## src/tie_pkg.sv

```systemverilog
package tie_pkg;
  // Register byte addresses on the AXI4-Lite slave
  localparam logic [15:0] TIE_ADDR_ENABLE = 16'hFF90;
  localparam logic [15:0] TIE_ADDR_STATUS = 16'hFF91;
  localparam logic [15:0] TIE_ADDR_CTRL = 16'hFF96;
  localparam logic [15:0] TIE_ADDR_CAP_A = 16'hFF98;
  localparam logic [15:0] TIE_ADDR_CAP_B = 16'hFF9A;
  localparam logic [15:0] TIE_ADDR_CAP_C = 16'hFF9C;
  localparam logic [15:0] TIE_ADDR_CAP_D = 16'hFF9E;
  localparam logic [15:0] TIE_ADDR_CMP_A = 16'hFF94;
  localparam logic [15:0] TIE_ADDR_CMP_B = 16'hFFA0;
  localparam logic [15:0] TIE_ADDR_IRQ_MASK = 16'hFFA4;
  // Reset values and counter maximum
  localparam logic [7:0] TIE_ENABLE_RST = 8'h01;
  localparam logic [7:0] TIE_STATUS_RST = 8'h00;
  localparam logic [15:0] TIE_CAP_RST = 16'h0000;
  localparam logic [15:0] TIE_CMP_RST = 16'hFFFF;
  localparam logic [15:0] TIE_CNT_MAX = 16'hFFFF;
  // Field positions shared by the enable and status registers
  localparam int TIE_BIT_CAP_A = 7;
  localparam int TIE_BIT_CAP_B = 6;
  localparam int TIE_BIT_CAP_C = 5;
  localparam int TIE_BIT_CAP_D = 4;
  localparam int TIE_BIT_CMP_A = 3;
  localparam int TIE_BIT_CMP_B = 2;
  localparam int TIE_BIT_OVF = 1;
  localparam int TIE_BIT_RSVD = 0;
  // Control register fields
  localparam int TIE_CTRL_BUF_A = 0;
  localparam int TIE_CTRL_CCLR = 1;
  // AXI response codes
  localparam logic [1:0] TIE_RESP_OK = 2'h0;
  localparam logic [1:0] TIE_RESP_ERR = 2'h2;
  // Write request carried from the bus slave
  typedef struct packed {
    logic [15:0] addr;
    logic [31:0] data;
    logic [3:0] strb;
  } tie_wreq_s;
endpackage

```

## src/tie_timer_irq.sv

```systemverilog
// Register access over AXI4-Lite was decided locally.
`timescale 1ns/1ns
// Behaviour
// Capture registers clear on reset or standby
// Capture copies counter even if flag set
// Eight-bit enable register, software read/write
// Enable register resets to one
// Bit 7 gates capture A request
// Bit 6 gates capture B request
// Bit 5 gates capture C request
// Bit 4 gates capture D request
// Bit 3 gates compare A request
// Bit 2 gates compare B request
// Bit 1 gates overflow request
// Bit 0 ignores writes, reads one
// Overflow flag sets on counter wrap
// Flags cleared by read-one then write-zero
// Compare flags set on counter match
// Buffered mode makes C a pure edge flag
// Request is flag AND enable
module tie_timer_irq
  import tie_pkg::*;
#(
  parameter int CNT_W = 16
) (
  // Clock, reset and standby
  input wire logic clk_sys_in,
  input wire logic rst_in,
  input wire logic standby_in,
  // Capture pins, asynchronous
  input wire logic [3:0] capture_pin_in,
  // AXI4-Lite write
  input wire logic [15:0] awaddr_in,
  input wire logic awvalid_in,
  output logic awready_out,
  input wire logic [31:0] wdata_in,
  input wire logic [3:0] wstrb_in,
  input wire logic wvalid_in,
  output logic wready_out,
  output logic [1:0] bresp_out,
  output logic bvalid_out,
  input wire logic bready_in,
  // AXI4-Lite read
  input wire logic [15:0] araddr_in,
  input wire logic arvalid_in,
  output logic arready_out,
  output logic [31:0] rdata_out,
  output logic [1:0] rresp_out,
  output logic rvalid_out,
  input wire logic rready_in,
  // Interrupt requests
  output logic capture_a_irq,
  output logic capture_b_irq,
  output logic capture_c_irq,
  output logic capture_d_irq,
  output logic compare_a_irq,
  output logic compare_b_irq,
  output logic counter_overflow_irq,
  output logic irq_out
);
  logic wr_stb; // Write strobe from bus slave
  tie_wreq_s wr_req; // Write address, data, strobes
  logic wr_ok; // Write address mapped
  logic rd_stb; // Read strobe
  logic [15:0] rd_addr; // Read address
  logic [31:0] rd_data; // Read data to slave
  logic rd_ok; // Read address mapped
  logic [3:0] pin_sync; // Synchronised capture pins
  logic [3:0] pin_prev; // Previous synchronised level
  logic [3:0] cap_evt; // Rising-edge capture events
  logic [7:0] timer_irq_enable; // Enable register
  logic [7:0] timer_flag_status; // Sticky flags, bit 0 is counter clear select
  logic [7:0] flags_seen; // Flags read as one since last clear
  logic [7:0] ctrl; // Buffer control; counter clear is selected by status bit 0
  logic [7:0] irq_mask; // Mask for the summary output
  logic [CNT_W-1:0] free_running_counter; // Counter
  logic [CNT_W-1:0] compare_reg_a; // Compare A
  logic [CNT_W-1:0] compare_reg_b; // Compare B
  logic [CNT_W-1:0] cap_reg [4]; // Capture registers A to D
  logic [7:0] flag_set; // Hardware set events
  logic [7:0] flag_clr; // Software clear events
  logic capture_buffer_a_en; // Channel C buffers channel A
  logic wr_lo; // Low byte lane written
  logic wr_word; // Low two lanes written
  logic soft_init; // Reset-like standby reinit

  assign soft_init = standby_in;
  assign capture_buffer_a_en = ctrl[TIE_CTRL_BUF_A];
  assign wr_lo = wr_stb && wr_req.strb[0];
  assign wr_word = wr_stb && (wr_req.strb[1:0] == 2'h3);

  // Bus slave
  tie_axil u_axil (
    .clk_sys_in(clk_sys_in),
    .rst_in(rst_in),
    .awaddr_in(awaddr_in),
    .awvalid_in(awvalid_in),
    .awready_out(awready_out),
    .wdata_in(wdata_in),
    .wstrb_in(wstrb_in),
    .wvalid_in(wvalid_in),
    .wready_out(wready_out),
    .bresp_out(bresp_out),
    .bvalid_out(bvalid_out),
    .bready_in(bready_in),
    .araddr_in(araddr_in),
    .arvalid_in(arvalid_in),
    .arready_out(arready_out),
    .rdata_out(rdata_out),
    .rresp_out(rresp_out),
    .rvalid_out(rvalid_out),
    .rready_in(rready_in),
    .wr_stb_out(wr_stb),
    .wr_req_out(wr_req),
    .wr_ok_in(wr_ok),
    .rd_stb_out(rd_stb),
    .rd_addr_out(rd_addr),
    .rd_data_in(rd_data),
    .rd_ok_in(rd_ok)
  );

  // Capture pin synchroniser
  tie_sync #(.WIDTH(4)) u_sync (
    .clk_sys_in(clk_sys_in),
    .rst_in(rst_in),
    .async_in(capture_pin_in),
    .sync_out(pin_sync)
  );

  // Edge detect on synchronised pins, rising edge
  always_ff @(posedge clk_sys_in or posedge rst_in) begin
    if (rst_in) begin
      pin_prev <= '0;
    end else begin
      pin_prev <= pin_sync;
    end
  end
  assign cap_evt = pin_sync & ~pin_prev;

  // Free-running counter with optional clear on compare A
  always_ff @(posedge clk_sys_in or posedge rst_in) begin
    if (rst_in) begin
      free_running_counter <= '0;
    end else if (soft_init) begin
      free_running_counter <= '0;
    end else if (wr_word && wr_req.addr == TIE_ADDR_CTRL + 16'h0002) begin
      free_running_counter <= wr_req.data[CNT_W-1:0];
    end else if (timer_flag_status[TIE_BIT_RSVD] && free_running_counter == compare_reg_a) begin
      free_running_counter <= '0;
    end else begin
      free_running_counter <= free_running_counter + 1'b1;
    end
  end

  // Compare registers
  always_ff @(posedge clk_sys_in or posedge rst_in) begin
    if (rst_in) begin
      compare_reg_a <= TIE_CMP_RST;
      compare_reg_b <= TIE_CMP_RST;
    end else if (soft_init) begin
      compare_reg_a <= TIE_CMP_RST;
      compare_reg_b <= TIE_CMP_RST;
    end else if (wr_word && wr_req.addr == TIE_ADDR_CMP_A) begin
      compare_reg_a <= wr_req.data[CNT_W-1:0];
    end else if (wr_word && wr_req.addr == TIE_ADDR_CMP_B) begin
      compare_reg_b <= wr_req.data[CNT_W-1:0];
    end
  end

  // Capture registers, one per channel
  for (genvar g = 0; g < 4; g++) begin : g_cap
    always_ff @(posedge clk_sys_in or posedge rst_in) begin
      if (rst_in) begin
        cap_reg[g] <= TIE_CAP_RST;
      end else if (soft_init) begin
        cap_reg[g] <= TIE_CAP_RST;
      end else if (g == 2 && capture_buffer_a_en) begin
        // Channel C holds old A value, its own pin captures nothing
        if (cap_evt[0]) begin
          cap_reg[g] <= cap_reg[0];
        end
      end else if (cap_evt[g]) begin
        cap_reg[g] <= free_running_counter; // Flag state ignored
      end
    end
  end

  // Hardware set events in status bit order
  always_comb begin
    flag_set = '0;
    flag_set[TIE_BIT_CAP_A] = cap_evt[0];
    flag_set[TIE_BIT_CAP_B] = cap_evt[1];
    flag_set[TIE_BIT_CAP_C] = cap_evt[2]; // Edge flag in buffered mode too
    flag_set[TIE_BIT_CAP_D] = cap_evt[3];
    flag_set[TIE_BIT_CMP_A] = (free_running_counter == compare_reg_a);
    flag_set[TIE_BIT_CMP_B] = (free_running_counter == compare_reg_b);
    flag_set[TIE_BIT_OVF] = (free_running_counter == TIE_CNT_MAX); // Wrap next edge
  end

  // Clear only flags previously read as one and now written zero
  always_comb begin
    flag_clr = '0;
    if (wr_lo && wr_req.addr == TIE_ADDR_STATUS) begin
      flag_clr = flags_seen & ~wr_req.data[7:0];
    end
    flag_clr[TIE_BIT_RSVD] = 1'b0;
  end

  // Status flags: set wins over clear, software sets only bit 0
  always_ff @(posedge clk_sys_in or posedge rst_in) begin
    if (rst_in) begin
      timer_flag_status <= TIE_STATUS_RST;
    end else if (soft_init) begin
      timer_flag_status <= TIE_STATUS_RST;
    end else begin
      timer_flag_status[7:1] <= flag_set[7:1] | (timer_flag_status[7:1] & ~flag_clr[7:1]);
      if (wr_lo && wr_req.addr == TIE_ADDR_STATUS) begin
        timer_flag_status[TIE_BIT_RSVD] <= wr_req.data[TIE_BIT_RSVD];
      end
    end
  end

  // Remember flags seen as one by a status read
  always_ff @(posedge clk_sys_in or posedge rst_in) begin
    if (rst_in) begin
      flags_seen <= '0;
    end else if (soft_init) begin
      flags_seen <= '0;
    end else if (rd_stb && rd_addr == TIE_ADDR_STATUS) begin
      flags_seen <= timer_flag_status & 8'hFE;
    end else begin
      flags_seen <= flags_seen & ~flag_clr;
    end
  end

  // Enable register, bit 0 fixed at one
  always_ff @(posedge clk_sys_in or posedge rst_in) begin
    if (rst_in) begin
      timer_irq_enable <= TIE_ENABLE_RST;
    end else if (soft_init) begin
      timer_irq_enable <= TIE_ENABLE_RST;
    end else if (wr_lo && wr_req.addr == TIE_ADDR_ENABLE) begin
      timer_irq_enable <= {wr_req.data[7:1], 1'b1};
    end
  end

  // Control and mask registers
  always_ff @(posedge clk_sys_in or posedge rst_in) begin
    if (rst_in) begin
      ctrl <= '0;
      irq_mask <= '0;
    end else if (soft_init) begin
      ctrl <= '0;
      irq_mask <= '0;
    end else if (wr_lo && wr_req.addr == TIE_ADDR_CTRL) begin
      ctrl <= wr_req.data[7:0];
    end else if (wr_lo && wr_req.addr == TIE_ADDR_IRQ_MASK) begin
      irq_mask <= {wr_req.data[7:1], 1'b0};
    end
  end

  // Write address decode
  always_comb begin
    unique case (wr_req.addr)
      TIE_ADDR_ENABLE, TIE_ADDR_STATUS, TIE_ADDR_CTRL, TIE_ADDR_CMP_A,
      TIE_ADDR_CMP_B, TIE_ADDR_IRQ_MASK, TIE_ADDR_CTRL + 16'h0002: wr_ok = 1'b1;
      default: wr_ok = 1'b0;
    endcase
  end

  // Read mux
  always_comb begin
    rd_data = '0;
    rd_ok = 1'b1;
    unique case (rd_addr)
      TIE_ADDR_ENABLE: rd_data[7:0] = timer_irq_enable | 8'h01;
      TIE_ADDR_STATUS: rd_data[7:0] = timer_flag_status;
      TIE_ADDR_CTRL: rd_data[7:0] = ctrl;
      TIE_ADDR_CMP_A: rd_data[15:0] = compare_reg_a;
      TIE_ADDR_CMP_B: rd_data[15:0] = compare_reg_b;
      TIE_ADDR_CAP_A: rd_data[15:0] = cap_reg[0];
      TIE_ADDR_CAP_B: rd_data[15:0] = cap_reg[1];
      TIE_ADDR_CAP_C: rd_data[15:0] = cap_reg[2];
      TIE_ADDR_CAP_D: rd_data[15:0] = cap_reg[3];
      TIE_ADDR_IRQ_MASK: rd_data[7:0] = irq_mask;
      default: rd_ok = 1'b0;
    endcase
  end

  // Request lines: flag AND enable, summary is flag AND mask, registered
  always_ff @(posedge clk_sys_in or posedge rst_in) begin
    if (rst_in) begin
      capture_a_irq <= 1'b0;
      capture_b_irq <= 1'b0;
      capture_c_irq <= 1'b0;
      capture_d_irq <= 1'b0;
      compare_a_irq <= 1'b0;
      compare_b_irq <= 1'b0;
      counter_overflow_irq <= 1'b0;
      irq_out <= 1'b0;
    end else begin
      capture_a_irq <= timer_flag_status[TIE_BIT_CAP_A] & timer_irq_enable[TIE_BIT_CAP_A];
      capture_b_irq <= timer_flag_status[TIE_BIT_CAP_B] & timer_irq_enable[TIE_BIT_CAP_B];
      capture_c_irq <= timer_flag_status[TIE_BIT_CAP_C] & timer_irq_enable[TIE_BIT_CAP_C];
      capture_d_irq <= timer_flag_status[TIE_BIT_CAP_D] & timer_irq_enable[TIE_BIT_CAP_D];
      compare_a_irq <= timer_flag_status[TIE_BIT_CMP_A] & timer_irq_enable[TIE_BIT_CMP_A];
      compare_b_irq <= timer_flag_status[TIE_BIT_CMP_B] & timer_irq_enable[TIE_BIT_CMP_B];
      counter_overflow_irq <= timer_flag_status[TIE_BIT_OVF] & timer_irq_enable[TIE_BIT_OVF];
      irq_out <= |(timer_flag_status[7:1] & irq_mask[7:1]);
    end
  end
endmodule // tie_timer_irq

```

## src/tie_sync.sv

```systemverilog
`timescale 1ns/1ns
// Two-stage synchroniser for the capture pins
module tie_sync
  import tie_pkg::*;
#(
  parameter int WIDTH = 4
) (
  // Clock and reset
  input wire logic clk_sys_in,
  input wire logic rst_in,
  // Data
  input wire logic [WIDTH-1:0] async_in,
  output logic [WIDTH-1:0] sync_out
);
  logic [WIDTH-1:0] stage1; // Only read by the second stage

  // Two flops per bit
  always_ff @(posedge clk_sys_in or posedge rst_in) begin
    if (rst_in) begin
      stage1 <= '0;
      sync_out <= '0;
    end else begin
      stage1 <= async_in;
      sync_out <= stage1;
    end
  end
endmodule // tie_sync

```

## src/tie_axil.sv

```systemverilog
`timescale 1ns/1ns
// AXI4-Lite slave: accepts one write and one read at a time
module tie_axil
  import tie_pkg::*;
(
  // Clock and reset
  input wire logic clk_sys_in,
  input wire logic rst_in,
  // AXI write channels
  input wire logic [15:0] awaddr_in,
  input wire logic awvalid_in,
  output logic awready_out,
  input wire logic [31:0] wdata_in,
  input wire logic [3:0] wstrb_in,
  input wire logic wvalid_in,
  output logic wready_out,
  output logic [1:0] bresp_out,
  output logic bvalid_out,
  input wire logic bready_in,
  // AXI read channels
  input wire logic [15:0] araddr_in,
  input wire logic arvalid_in,
  output logic arready_out,
  output logic [31:0] rdata_out,
  output logic [1:0] rresp_out,
  output logic rvalid_out,
  input wire logic rready_in,
  // Register core side
  output logic wr_stb_out,
  output tie_wreq_s wr_req_out,
  input wire logic wr_ok_in,
  output logic rd_stb_out,
  output logic [15:0] rd_addr_out,
  input wire logic [31:0] rd_data_in,
  input wire logic rd_ok_in
);
  logic aw_held; // Address taken
  logic w_held; // Data taken
  logic rd_wait; // Read strobe issued, data next cycle

  // Write address and data, in either order
  always_ff @(posedge clk_sys_in or posedge rst_in) begin
    if (rst_in) begin
      aw_held <= 1'b0;
      w_held <= 1'b0;
      awready_out <= 1'b1;
      wready_out <= 1'b1;
      wr_req_out <= '0;
      wr_stb_out <= 1'b0;
    end else begin
      wr_stb_out <= 1'b0;
      if (awvalid_in && awready_out) begin
        wr_req_out.addr <= awaddr_in;
        aw_held <= 1'b1;
        awready_out <= 1'b0;
      end
      if (wvalid_in && wready_out) begin
        wr_req_out.data <= wdata_in;
        wr_req_out.strb <= wstrb_in;
        w_held <= 1'b1;
        wready_out <= 1'b0;
      end
      // Both halves present: one strobe to the core
      if (aw_held && w_held && !bvalid_out && !wr_stb_out) begin
        wr_stb_out <= 1'b1;
      end
      // Response taken: reopen both channels
      if (bvalid_out && bready_in) begin
        aw_held <= 1'b0;
        w_held <= 1'b0;
        awready_out <= 1'b1;
        wready_out <= 1'b1;
      end
    end
  end

  // Write response
  always_ff @(posedge clk_sys_in or posedge rst_in) begin
    if (rst_in) begin
      bvalid_out <= 1'b0;
      bresp_out <= TIE_RESP_OK;
    end else if (wr_stb_out) begin
      bvalid_out <= 1'b1;
      bresp_out <= wr_ok_in ? TIE_RESP_OK : TIE_RESP_ERR;
    end else if (bvalid_out && bready_in) begin
      bvalid_out <= 1'b0;
    end
  end

  // Read path: strobe the core, then present data
  always_ff @(posedge clk_sys_in or posedge rst_in) begin
    if (rst_in) begin
      arready_out <= 1'b1;
      rd_stb_out <= 1'b0;
      rd_addr_out <= '0;
      rd_wait <= 1'b0;
      rvalid_out <= 1'b0;
      rdata_out <= '0;
      rresp_out <= TIE_RESP_OK;
    end else begin
      rd_stb_out <= 1'b0;
      rd_wait <= rd_stb_out;
      if (arvalid_in && arready_out) begin
        rd_addr_out <= araddr_in;
        rd_stb_out <= 1'b1;
        arready_out <= 1'b0;
      end
      if (rd_wait) begin
        rvalid_out <= 1'b1;
        rdata_out <= rd_data_in;
        rresp_out <= rd_ok_in ? TIE_RESP_OK : TIE_RESP_ERR;
      end else if (rvalid_out && rready_in) begin
        rvalid_out <= 1'b0;
        arready_out <= 1'b1;
      end
    end
  end
endmodule // tie_axil

```

## config.mk

```make
export PLATFORM = sky130hd
export DESIGN_NAME = tie_timer_irq
export DESIGN_NICKNAME = d
export VERILOG_FILES = /design/src/tie_pkg.sv /design/src/tie_timer_irq.sv /design/src/tie_sync.sv /design/src/tie_axil.sv
export SDC_FILE = /design/constraint.sdc
export NUM_CORES = 1
export LEC_CHECK = 0
export BUFFER_PORTS_ARGS = -buffer_cell sky130_fd_sc_hd__buf_4
export CORE_MARGIN = 1.5
export CORE_UTILIZATION = 52
export CTS_CLUSTER_DIAMETER = 150
export CTS_CLUSTER_SIZE = 14
export DETAILED_ROUTE_END_ITERATION = 6
export PLACE_DENSITY = 0.74
export SLEW_MARGIN = 20
export SYNTH_ARGS = -nofsm -noshare
export SYNTH_HDL_FRONTEND = slang
export SYNTH_HIERARCHICAL = 1
export SYNTH_SLANG_ARGS = --single-unit
```

## constraint.sdc

```tcl
create_clock -name clk_sys_in -period 4.68 [get_ports clk_sys_in]
set_input_delay 0.702 -clock clk_sys_in [delete_from_list [all_inputs] [get_ports clk_sys_in]]
set_output_delay 0.702 -clock clk_sys_in [all_outputs]
set_load 0.01 [all_outputs]
```

# Yosys cells after proc, flatten, opt, wreduce, memory -nomap -nowiden

Index checks and enable logic that the tools add are counted.

Bitwise gates (word level): 17
Reduce and logical (&&, ||, !) cells: 41
$add $sub $neg: 1
Muxes and demuxes: 53
Eq/ne operators: 24

Operators with widths:

| cell                                           | number |
|---|---|
| equality test 16 bit (second input constant)   | 18 |
| two-way mux 16 bit                             | 18 |
| two-way mux 8 bit                              | 11 |
| one-hot mux 8 bit (10 select lines)            | 1 |
| one-hot mux 8 bit (6 select lines)             | 1 |
| equality test 16 bit                           | 2 |
| nonzero test 2 bit                             | 13 |
| two-way mux 1 bit                              | 20 |
| logical AND 1 bit                              | 19 |
| adder 16 x 1 -> 16 bit (second input constant) | 1 |
| bitwise AND 8 bit                              | 2 |
| NOT 8 bit                                      | 2 |
| bitwise AND 7 bit                              | 2 |
| OR reduction 7 bit                             | 2 |
| OR reduction 10 bit                            | 1 |
| bitwise AND 1 bit                              | 7 |
| NOT 7 bit                                      | 1 |
| OR 7 bit                                       | 1 |
| AND reduction 2 bit                            | 3 |
| bitwise AND 4 bit                              | 1 |
| two-way mux 2 bit                              | 2 |
| inequality test 2 bit (second input constant)  | 2 |
| NOT 4 bit                                      | 1 |
| inequality test 3 bit (second input constant)  | 1 |
| 3 further kinds                                | 4 |

Word-level logic and storage cells: 177
Flip-flop bits (word level): 252
Output and inout port bits: 49
Input port bits: 80

# Depth between registers and ports, before layout

Gate-level depths: netlist (run 1).

Depth in word-level cells: 7
Gate-level depth with buffers: 8
Depth with buffers taken out: 6

# By module

Netlist (run 1), hierarchy kept.

Modules (own cells, without submodules):

| module        | instances | seq. area each (um^2) | area an instance (um^2) | cells an instance |
|---|---|---|---|---|
| tie_timer_irq | 1         | 4068.9                | 8508.2                  | 902 |
| tie_axil      | 1         | 2806.4                | 4320.4                  | 250 |
| tie_sync      | 1         | 200.2                 | 203.9                   | 9 |

# Worst setup path before layout (run 1)

No wires, ideal clock.

Kind: register -> register
Start: register u_axil.rd_addr_out[3]
End: register u_axil.rdata_out[10]
Required time: 4.555 ns
Stages on the path, launching flop included: 7
Path buffers: 2
Slack: 2.714 ns
Arrival time: 1.841 ns
Clock period less this slack: 1.966 ns
Library setup time: 0.125 ns
Cells stage by stage: dfrtp_1 -> buf_2 -> buf_1 -> mux2_2 -> a22oi_1 -> o221ai_1 -> mux2_2

Cells in the longest elaborated chain, start to end: 2
Elaborated cells between the ends (all ways): 7
Classes of those cells: eq/ne: 6; mux: 1

Ends and longest elaborated chain:

| element                                | line                 | RTL |
|---|---|---|
| start: declaration                     | tie_axil.sv:33       | `output logic [15:0] rd_addr_out,` |
| start signal: assignment               | tie_axil.sv:104      | `rd_addr_out <= araddr_in;` |
| equality test 16 bit                   | tie_timer_irq.sv:275 | `unique case (rd_addr)` |
| one-hot mux 8 bit (6 select lines) (*) | tie_timer_irq.sv:275 |  |
| via rd_data[10]                        | tie_timer_irq.sv:66  | `logic [31:0] rd_data;` |
| end signal: assignment                 | tie_axil.sv:110      | `rdata_out <= rd_data_in;` |
| end: declaration                       | tie_axil.sv:24       | `output logic [31:0] rdata_out,` |

Mark *: on every way through the listed nets, which the timed path passes. The rest lies on a longest branch.
A chain may end at the register's enable or synchronous reset.

# Final worst setup path (run 1)

Start: register u_axil.rd_addr_out[2]
End: register u_axil.rdata_out[7]

Cells in the longest elaborated chain, start to end: 2
Elaborated cells between the ends (all ways): 11
Classes of those cells: eq/ne: 10; mux: 1

Ends and longest elaborated chain:

| element                                 | line |
|---|---|
| equality test 16 bit                    | tie_timer_irq.sv:275 |
| one-hot mux 8 bit (10 select lines) (*) | tie_timer_irq.sv:275 |
| via rd_data[7]                          | tie_timer_irq.sv:66 |

Marked as above.

==> results of run 1 <==
## layer usage
metal  track usage, %  wire length, µm  share of wire [%]  vias to the layer above
met3            3.683             2023                6.9                       52
met4            8.118              788                2.7                        0
met2            39.00            13490                 46                      325
met1            35.19            13130                 45                     4321
li1                 -                -                  -                     4046
met5                0                0                  0                        -
## path summary, 6_finish.rpt
check / startpoint / to / slack [ns]
min: rst_in / u_sync/sync_out[2] / 0.17
max reg2reg: u_axil/rd_addr_out[2] / u_axil/rdata_out[7] / 2.03
min reg2reg: u_sync/stage1[1] / u_sync/sync_out[1] / 0.35
max in group asynchronous: rst_in / cap_reg[9] / 3.35
min in group clk_sys_in: capture_pin_in[1] / u_sync/stage1[1] / 0.30
max: u_axil/rd_addr_out[2] / u_axil/rdata_out[7] / 2.03
## worst register-to-register path: cells and delay by family (launching register included)
kind | cells | cell delay (ns)
AO/OA/AOI/OAI | 3 | 0.52
buffers and inverters | 1 | 0.43
flip-flops | 1 | 0.83
multiplexers | 2 | 0.68
AND/OR/NAND/NOR | 1 | 0.08
## metrics by stage
stage / cells / setup slack, ns
2_1_floorplan: 1140 / 1.534
3_3_place_gp: 1492 / 2.112
3_5_place_dp: 1492 / 2.100
4_1_cts: 1532 / 2.057
5_1_grt: 1532 / 1.936
6_report: 1532 / 2.026
## layout make-up
cell class	count	share of cell area [%]
flip-flops and latches	263	47.63
repair buffers	122	6.673
clock inverters	1	0.03597
well taps	319	2.869
multi-input cells	765	37.56
inverters	23	0.6655
clock buffers	39	4.569
## power by group through the flow
stage                     Sequential (µW)  Combinational, µW  Clock [µW]
after floorplan                      2880                986           0
after global placement               3100               1170           0
after detailed placement             3130               1200           0
after CTS                            3080               1210        1750
after global routing                 3140               1290        1850
final                                3090               1200        1720
==> results.toml, run 1 <==
[run_status]
status = "finished, final reports clean"

[floorplanning]
initial_core_util_pct = 52.78
die_h_um = 156.9
io-pin-count = 129
coreArea_mm2 = 0.02333
die_area_mm2 = 0.02461
die_x_um = 156.9
rows = 56

[layout]
synthToLayoutAreaGrowth_pct = 12.98
final_cell_mix = "dfrtp_1, nand2_1, buf_4, mux2_2, a21oi_1"
nFillCells = 1972
seq_area_mm2 = 0.006626
nets = 1278
final_common_cell = "dfrtp_1"
largest_reg_flops = 64
layout-drive-gt1-share_pct = 25.14
final_area_mm2 = 0.01391
multi_input_area_mm2 = 0.005225
antennaDiodeCount = 0
fin_util_pct = 59.63

[cts]
clk_pin_slew_worst_paths_ns = 0.07
post-cts-setup-buffers = 0
htree_levels = 1
max-clock-path-buffers = 3
post_cts_resized = 0
tritoncts = "done"
hold_buffers = 0
cts_root_buf = "clkbuf_16"
cts_buffers = 22
clock_latency_ns = 0.52
cts_sinks = 263

[timing]
drv_slew = 0
slew_headroom_pct = 30.88
finalSetupViolCount = 0
fin_crit_ns = 2.654
fin_crit_sh_pct = 56.70
clock_skew_ns = 0.01429
max_freq_mhz = 376.8
tns_ns = 0
final_hold_viol_count = 0
worstMarginPinSlew_ns = 1.037
fin_hold_ws_ns = 0.1710
grt_setup_unrepaired = "no"

[worst_setup_path]
crit_path_max_fanout = 33
cp_cell_sequence = "buf_4 -> mux2_2 -> nand2_1 -> o21ai_0 -> a32oi_1 -> o211ai_1 -> mux2_2"
timing.critical_path.buf_inv = 1
r2r_cells = 7
cp.required_ns = 5.08
cp_slowest_stage_delay_ns = 0.83
cp_slowest_cell = "dfrtp_2"
endpoint_kind = "flop"
critPathKind = "reg -> reg"
path_common_cell = "mux2_2"
arrival_ns = 3.05
critPathLaunchType = "flop"
crit_cells = 7
critPathTopFamily = "flip-flops"

[power]
switchingPower_uw = 1799
p_leak_uw = 0.005962
p_comb_share_pct = 19.9
ir_drop_mv = 0.3573
clock_power_share_pct = 28.7
internal-power_uw = 4209
switching_share_pct = 29.94
p_seq_share_pct = 51.4
power.density_mw_per_mm2 = 431.9
total_power_uw = 6008

[placed_design]
place_congestion = 0.8859
place_hpwl_um = 20140
portBuffers = 108
place_area_mm2 = 0.01327

[global_routing]
grt_overflow = 0
grt_max_degree = 87
grt_pass1_wl_um = 47150
grt_pass1_vias = 8590
antenna_found_initial = 0
grt_use_total_pct = 24.74

[routing]
wl_per_cell_um = 19.21
ant_nets = 0
drc = 0
wl_um = 29430
detail_route.first_pass.iterations = 5
via_per_inst = 5.708
vias = 8744
initialDrtViolationCount = 768

[min_path]
hp-class = "in -> async"

[yosys]
avgSynthCellArea_um2 = 10.96
netlist_instances = 1124
synth_area_mm2 = 0.01231
synth_warnings = 6

[run]
drv_cap = 0
(Power assumes the default switching activity.)
==> run 2, diff against run 1 <==
==> constraint.sdc (replaced) <==
create_clock -name clk_sys_in -period 2.22 [get_ports clk_sys_in]
set_input_delay 0.333 -clock clk_sys_in [delete_from_list [all_inputs] [get_ports clk_sys_in]]
set_output_delay 0.333 -clock clk_sys_in [all_outputs]
set_load 0.01 [all_outputs]
==> results.toml, run 2 (same netlist as run 1, synthesis figures left out) <==
[run_status]
status = "finished, final reports clean"

[worst_setup_path]
r2r_slack_ns = 0.13
rr_startpoint = "u_axil/rd_addr_out[6]"
critPathLaunchType = "flop"
cp_cell_sequence = "nand4b_4 -> or3_1 -> or2_1 -> a2bb2oi_1 -> o211ai_1 -> mux2_2"
critPathKind = "reg -> reg"
cp_slowest_cell = "or3_1"
critPathTopFamily = "simple AND/OR/NAND/NOR gates"
arrival_ns = 2.55
crit_cells = 6
crit_start = "u_axil/rd_addr_out[6]"
cp.required_ns = 2.68
r2r_end = "u_axil/rdata_out[3]"
crit_end = "u_axil/rdata_out[3]"
crit_path_max_fanout = 8
endpoint_kind = "flop"
timing.critical_path.buf_inv = 0
r2r_cells = 6
cp_slowest_stage_delay_ns = 0.50

[cts]
tritoncts = "done"
clock_latency_ns = 0.51
cts_sinks = 263
clk_pin_slew_worst_paths_ns = 0.07
cts_root_buf = "clkbuf_16"
htree_levels = 1
post-cts-setup-buffers = 0
cts_buffers = 22
max-clock-path-buffers = 3

[layout]
nFillCells = 1905
nets = 1324
seq_area_mm2 = 0.006626
multi_input_area_mm2 = 0.005230
layout-drive-gt1-share_pct = 27.19
antennaDiodeCount = 0
final_cell_mix = "dfrtp_1, nand2_1, buf_4, mux2_2, a21oi_1"
largest_reg_flops = 64
final_common_cell = "dfrtp_1"
synthToLayoutAreaGrowth_pct = 16.37

[routing]
wl_per_cell_um = 18.61
initialDrtViolationCount = 686
ant_nets = 0
wl_um = 29350
via_per_inst = 5.624
drc = 0
detail_route.first_pass.iterations = 5
vias = 8869

[power]
p_leak_uw = 0.006201
power.density_mw_per_mm2 = 889.7
ir_drop_mv = 0.5943

[global_routing]
grt_max_degree = 95
antenna_found_initial = 0
grt_pass1_wl_um = 47470
grt_pass1_vias = 8663
grt_overflow = 0
grt_use_total_pct = 24.76

[floorplanning]
die_area_mm2 = 0.02461
rows = 56
die_h_um = 156.9
die_x_um = 156.9
io-pin-count = 129
coreArea_mm2 = 0.02333
initial_core_util_pct = 52.78

[placed_design]
place_ws_ns = 0.1735
place_congestion = 0.9264
portBuffers = 108
place_hpwl_um = 20810

[run]
drv_cap = 0

[timing]
fin_crit_ns = 2.095
slew_headroom_pct = 43.50
fin_hold_ws_ns = 0.008975
worstMarginPinSlew_ns = 0.8475
drv_slew = 0
fin_crit_sh_pct = 94.36
final_hold_viol_count = 0
clock_skew_ns = 0.01081
finalSetupViolCount = 0
grt_setup_unrepaired = "no"
max_freq_mhz = 477.4
tns_ns = 0
layout_setup_ws_ns = 0.1252

[min_path]
hp-class = "in -> reg"
run 2: through the flow:
step | area (µm²) | power, µW | utilization [%] | instances
6_report | 14330 | 12750 | 61.42 | 1577
5_1_grt | 14330 | 13360 | 61.42 | 1577
3_5_place_dp | 13610 | 9204 | 58.33 | 1530
4_1_cts | 14330 | 12820 | 61.41 | 1577
3_3_place_gp | 13600 | 9087 | 58.30 | 1530
2_1_floorplan | 12380 | 8154 | - | 1140
run 2: final cells by class:
cell class / count / area share, %
Sequential cell: 263 / 46.24
Clock buffer: 38 / 4.409
Inverter: 23 / 0.6548
Multi-Input combinational cell: 765 / 36.50
Clock inverter: 1 / 0.03493
Tap cell: 319 / 2.785
Timing Repair Buffer: 168 / 9.377
run 2: routing by layer:
layer / track usage, % / part of all wire (%) / vias up
met3: 3.545 / 7.8 / 51
li1: - / - / 4121
met5: 0 / 0 / -
met1: 36.30 / 44 / 4341
met4: 7.256 / 2.6 / 0
met2: 38.31 / 46 / 356
run 2: repair_timing:
| item | 4_1_cts | 5_1_grt |
|---|---|---|
| gates resized for setup | 0 | 1 |
| endpoints found under the hold margin | 21 | 0 |
| endpoints found under the setup margin | 0 | 1 |
| hold buffers | 8 | 0 |
run 2: where the power goes:
group	total, µW	switching, µW	internal, µW
clock	3600	1670	1930
combinational	2790	1250	1540
sequential	6360	850	5510
total	12700	3770	8980
run 2: worst min path at each step:
stage / from / cells past startpoint / endpoint
floorplan: rst_in / 1 / u_sync/stage1[0]
global placement: rst_in / 2 / u_sync/stage1[2]
detailed placement: rst_in / 2 / free_running_counter[12]
CTS: wvalid_in / 2 / u_axil/wready_out
global route: wvalid_in / 2 / u_axil/wready_out
finish: wvalid_in / 2 / u_axil/wready_out
==> run 3, diff against run 2 <==
--- a/config.mk
+++ b/config.mk
@@ -11,7 +11,7 @@
 export CTS_CLUSTER_DIAMETER = 150
 export CTS_CLUSTER_SIZE = 14
 export DETAILED_ROUTE_END_ITERATION = 6
-export PLACE_DENSITY = 0.74
+export PLACE_DENSITY = 0.85
 export SLEW_MARGIN = 20
 export SYNTH_ARGS = -nofsm -noshare
 export SYNTH_HDL_FRONTEND = slang
==> results.toml, run 3 (same netlist as run 1, synthesis figures left out) <==
[cts]
clock_latency_ns = 0.52
post_cts_resized = 0
cts_sinks = 263
clk_pin_slew_worst_paths_ns = 0.06
max-clock-path-buffers = 3
cts_buffers = 22
htree_levels = 1
tritoncts = "done"
cts_root_buf = "clkbuf_16"

[timing]
clock_skew_ns = 0.008667
worstMarginPinSlew_ns = 0.8781
finalSetupViolCount = 0
drv_slew = 0
fin_crit_ns = 2.130
max_freq_mhz = 469.4
slew_headroom_pct = 41.46
fin_hold_ws_ns = 0.02061
fin_crit_sh_pct = 95.96
final_hold_viol_count = 0
grt_setup_unrepaired = "no"

[power]
ir_drop_mv = 0.7367
p_seq_share_pct = 49.7
total_power_uw = 12810
p_leak_uw = 0.006197
power.density_mw_per_mm2 = 894.2
clock_power_share_pct = 28.4
internal-power_uw = 8981
p_comb_share_pct = 21.9
switching_share_pct = 29.87
switchingPower_uw = 3825

[worst_setup_path]
critPathKind = "reg -> reg"
endpoint_kind = "flop"
arrival_ns = 2.59
critPathLaunchType = "flop"
r2r_cells = 6
cp_slowest_cell = "or3_1"
crit_path_max_fanout = 11
cp_slowest_stage_delay_ns = 0.51
crit_cells = 6
critPathTopFamily = "simple AND/OR/NAND/NOR gates"
timing.critical_path.buf_inv = 0
cp.required_ns = 2.68
cp_cell_sequence = "nand4b_4 -> or3_1 -> or3_4 -> o22ai_1 -> a2111o_1 -> mux2_2"

[routing]
via_per_inst = 5.836
detail_route.first_pass.iterations = 6
initialDrtViolationCount = 978
drc = 0
wl_um = 30360
ant_nets = 0
wl_per_cell_um = 19.26
vias = 9197

[layout]
largest_reg_flops = 64
fin_cells = 1576
nets = 1322
final_area_mm2 = 0.01432
fin_util_pct = 61.38
layout-drive-gt1-share_pct = 26.97
final_cell_mix = "dfrtp_1, nand2_1, buf_4, mux2_2, a21oi_1"
synthToLayoutAreaGrowth_pct = 16.30
final_common_cell = "dfrtp_1"
antennaDiodeCount = 0

[global_routing]
grt_use_total_pct = 24.92
grt_overflow = 0
grt_pass1_wl_um = 47730
antenna_found_initial = 0
grt_max_degree = 114
grt_pass1_vias = 8973

[floorplanning]
die_area_mm2 = 0.02461
die_h_um = 156.9
rows = 56
initial_core_util_pct = 52.78
die_x_um = 156.9
io-pin-count = 129
coreArea_mm2 = 0.02333

[run_status]
status = "finished, final reports clean"

[placed_design]
dp.cells = 1528
place_congestion = 0.9090
place_hpwl_um = 20890
place_area_mm2 = 0.01360
portBuffers = 108

[min_path]
hp-class = "in -> reg"
whs_path_depth = 2

[run]
drv_cap = 0
## run 3: cell types whose count changed in the layout (fill, tap and decap cells not counted)
cell      delta
buf_12       +1
o21ai_2      +1
nor2b_1      +1
o21ai_4      -1
nor2b_2      -1
clkbuf_1     +1
buf_4        -3
## run 3: repair_timing
action | in CTS | in global routing
buffers inserted | 0 | 0
hold endpoints to repair | 65 | 0
hold buffers | 8 | 0
## run 3: power groups by stage
stage	Combinational [µW]	Sequential (µW)	Clock, µW
floorplan	2080	6080	0
global placement	2700	6370	0
detailed placement	2780	6430	0
CTS	2800	6340	3700
global route	3020	6440	3910
finish	2810	6360	3640
## run 3: area by class of cell
class,instances,area [µm²]
well taps,319,399.1
multi-input cells,765,5220
repair buffers,166,1341
fillers,1846,9011
flip-flops and latches,263,6626
clock buffers,39,635.6
clock inverters,1,5.005
inverters,23,93.84
## run 3: worst reg2reg max path, stage by stage, from the launching register on
cell	delay, ns
dfrtp_1	0.38
nand4b_4	0.18
or3_1	0.51
or3_4	0.51
o22ai_1	0.22
a2111o_1	0.14
mux2_2	0.14
## run 3: metal layers
layer | track usage, % | vias up | share of wire [%]
met4 | 8.299 | 0 | 3.2
li1 | - | 4126 | -
met5 | 0 | - | 0
met1 | 34.01 | 4534 | 40
met2 | 40.14 | 467 | 47
met3 | 4.652 | 70 | 9.5
## run 3: worst paths after layout
kind | startpoint | endpoint | slack (ns)
worst max register to register | u_axil/rd_addr_out[6] | u_axil/rdata_out[1] | 0.09
worst min-delay path | bready_in | u_axil/aw_held | 0.02
worst max-delay path | u_axil/rd_addr_out[6] | u_axil/rdata_out[1] | 0.09
worst min register to register | u_sync/stage1[0] | u_sync/sync_out[0] | 0.35
min in group asynchronous | rst_in | u_sync/sync_out[1] | 0.37
max in group asynchronous | rst_in | capture_d_irq | 1.14
## run 3: per-stage QoR
step / worst slack, ns / setup TNS, ns
after floorplan: -0.1297 / -16.73
after global placement: 0.1573 / 0
after detailed placement: 0.1141 / 0
after CTS: 0.09076 / 0
after global routing: 0.003969 / 0
final: 0.08974 / 0
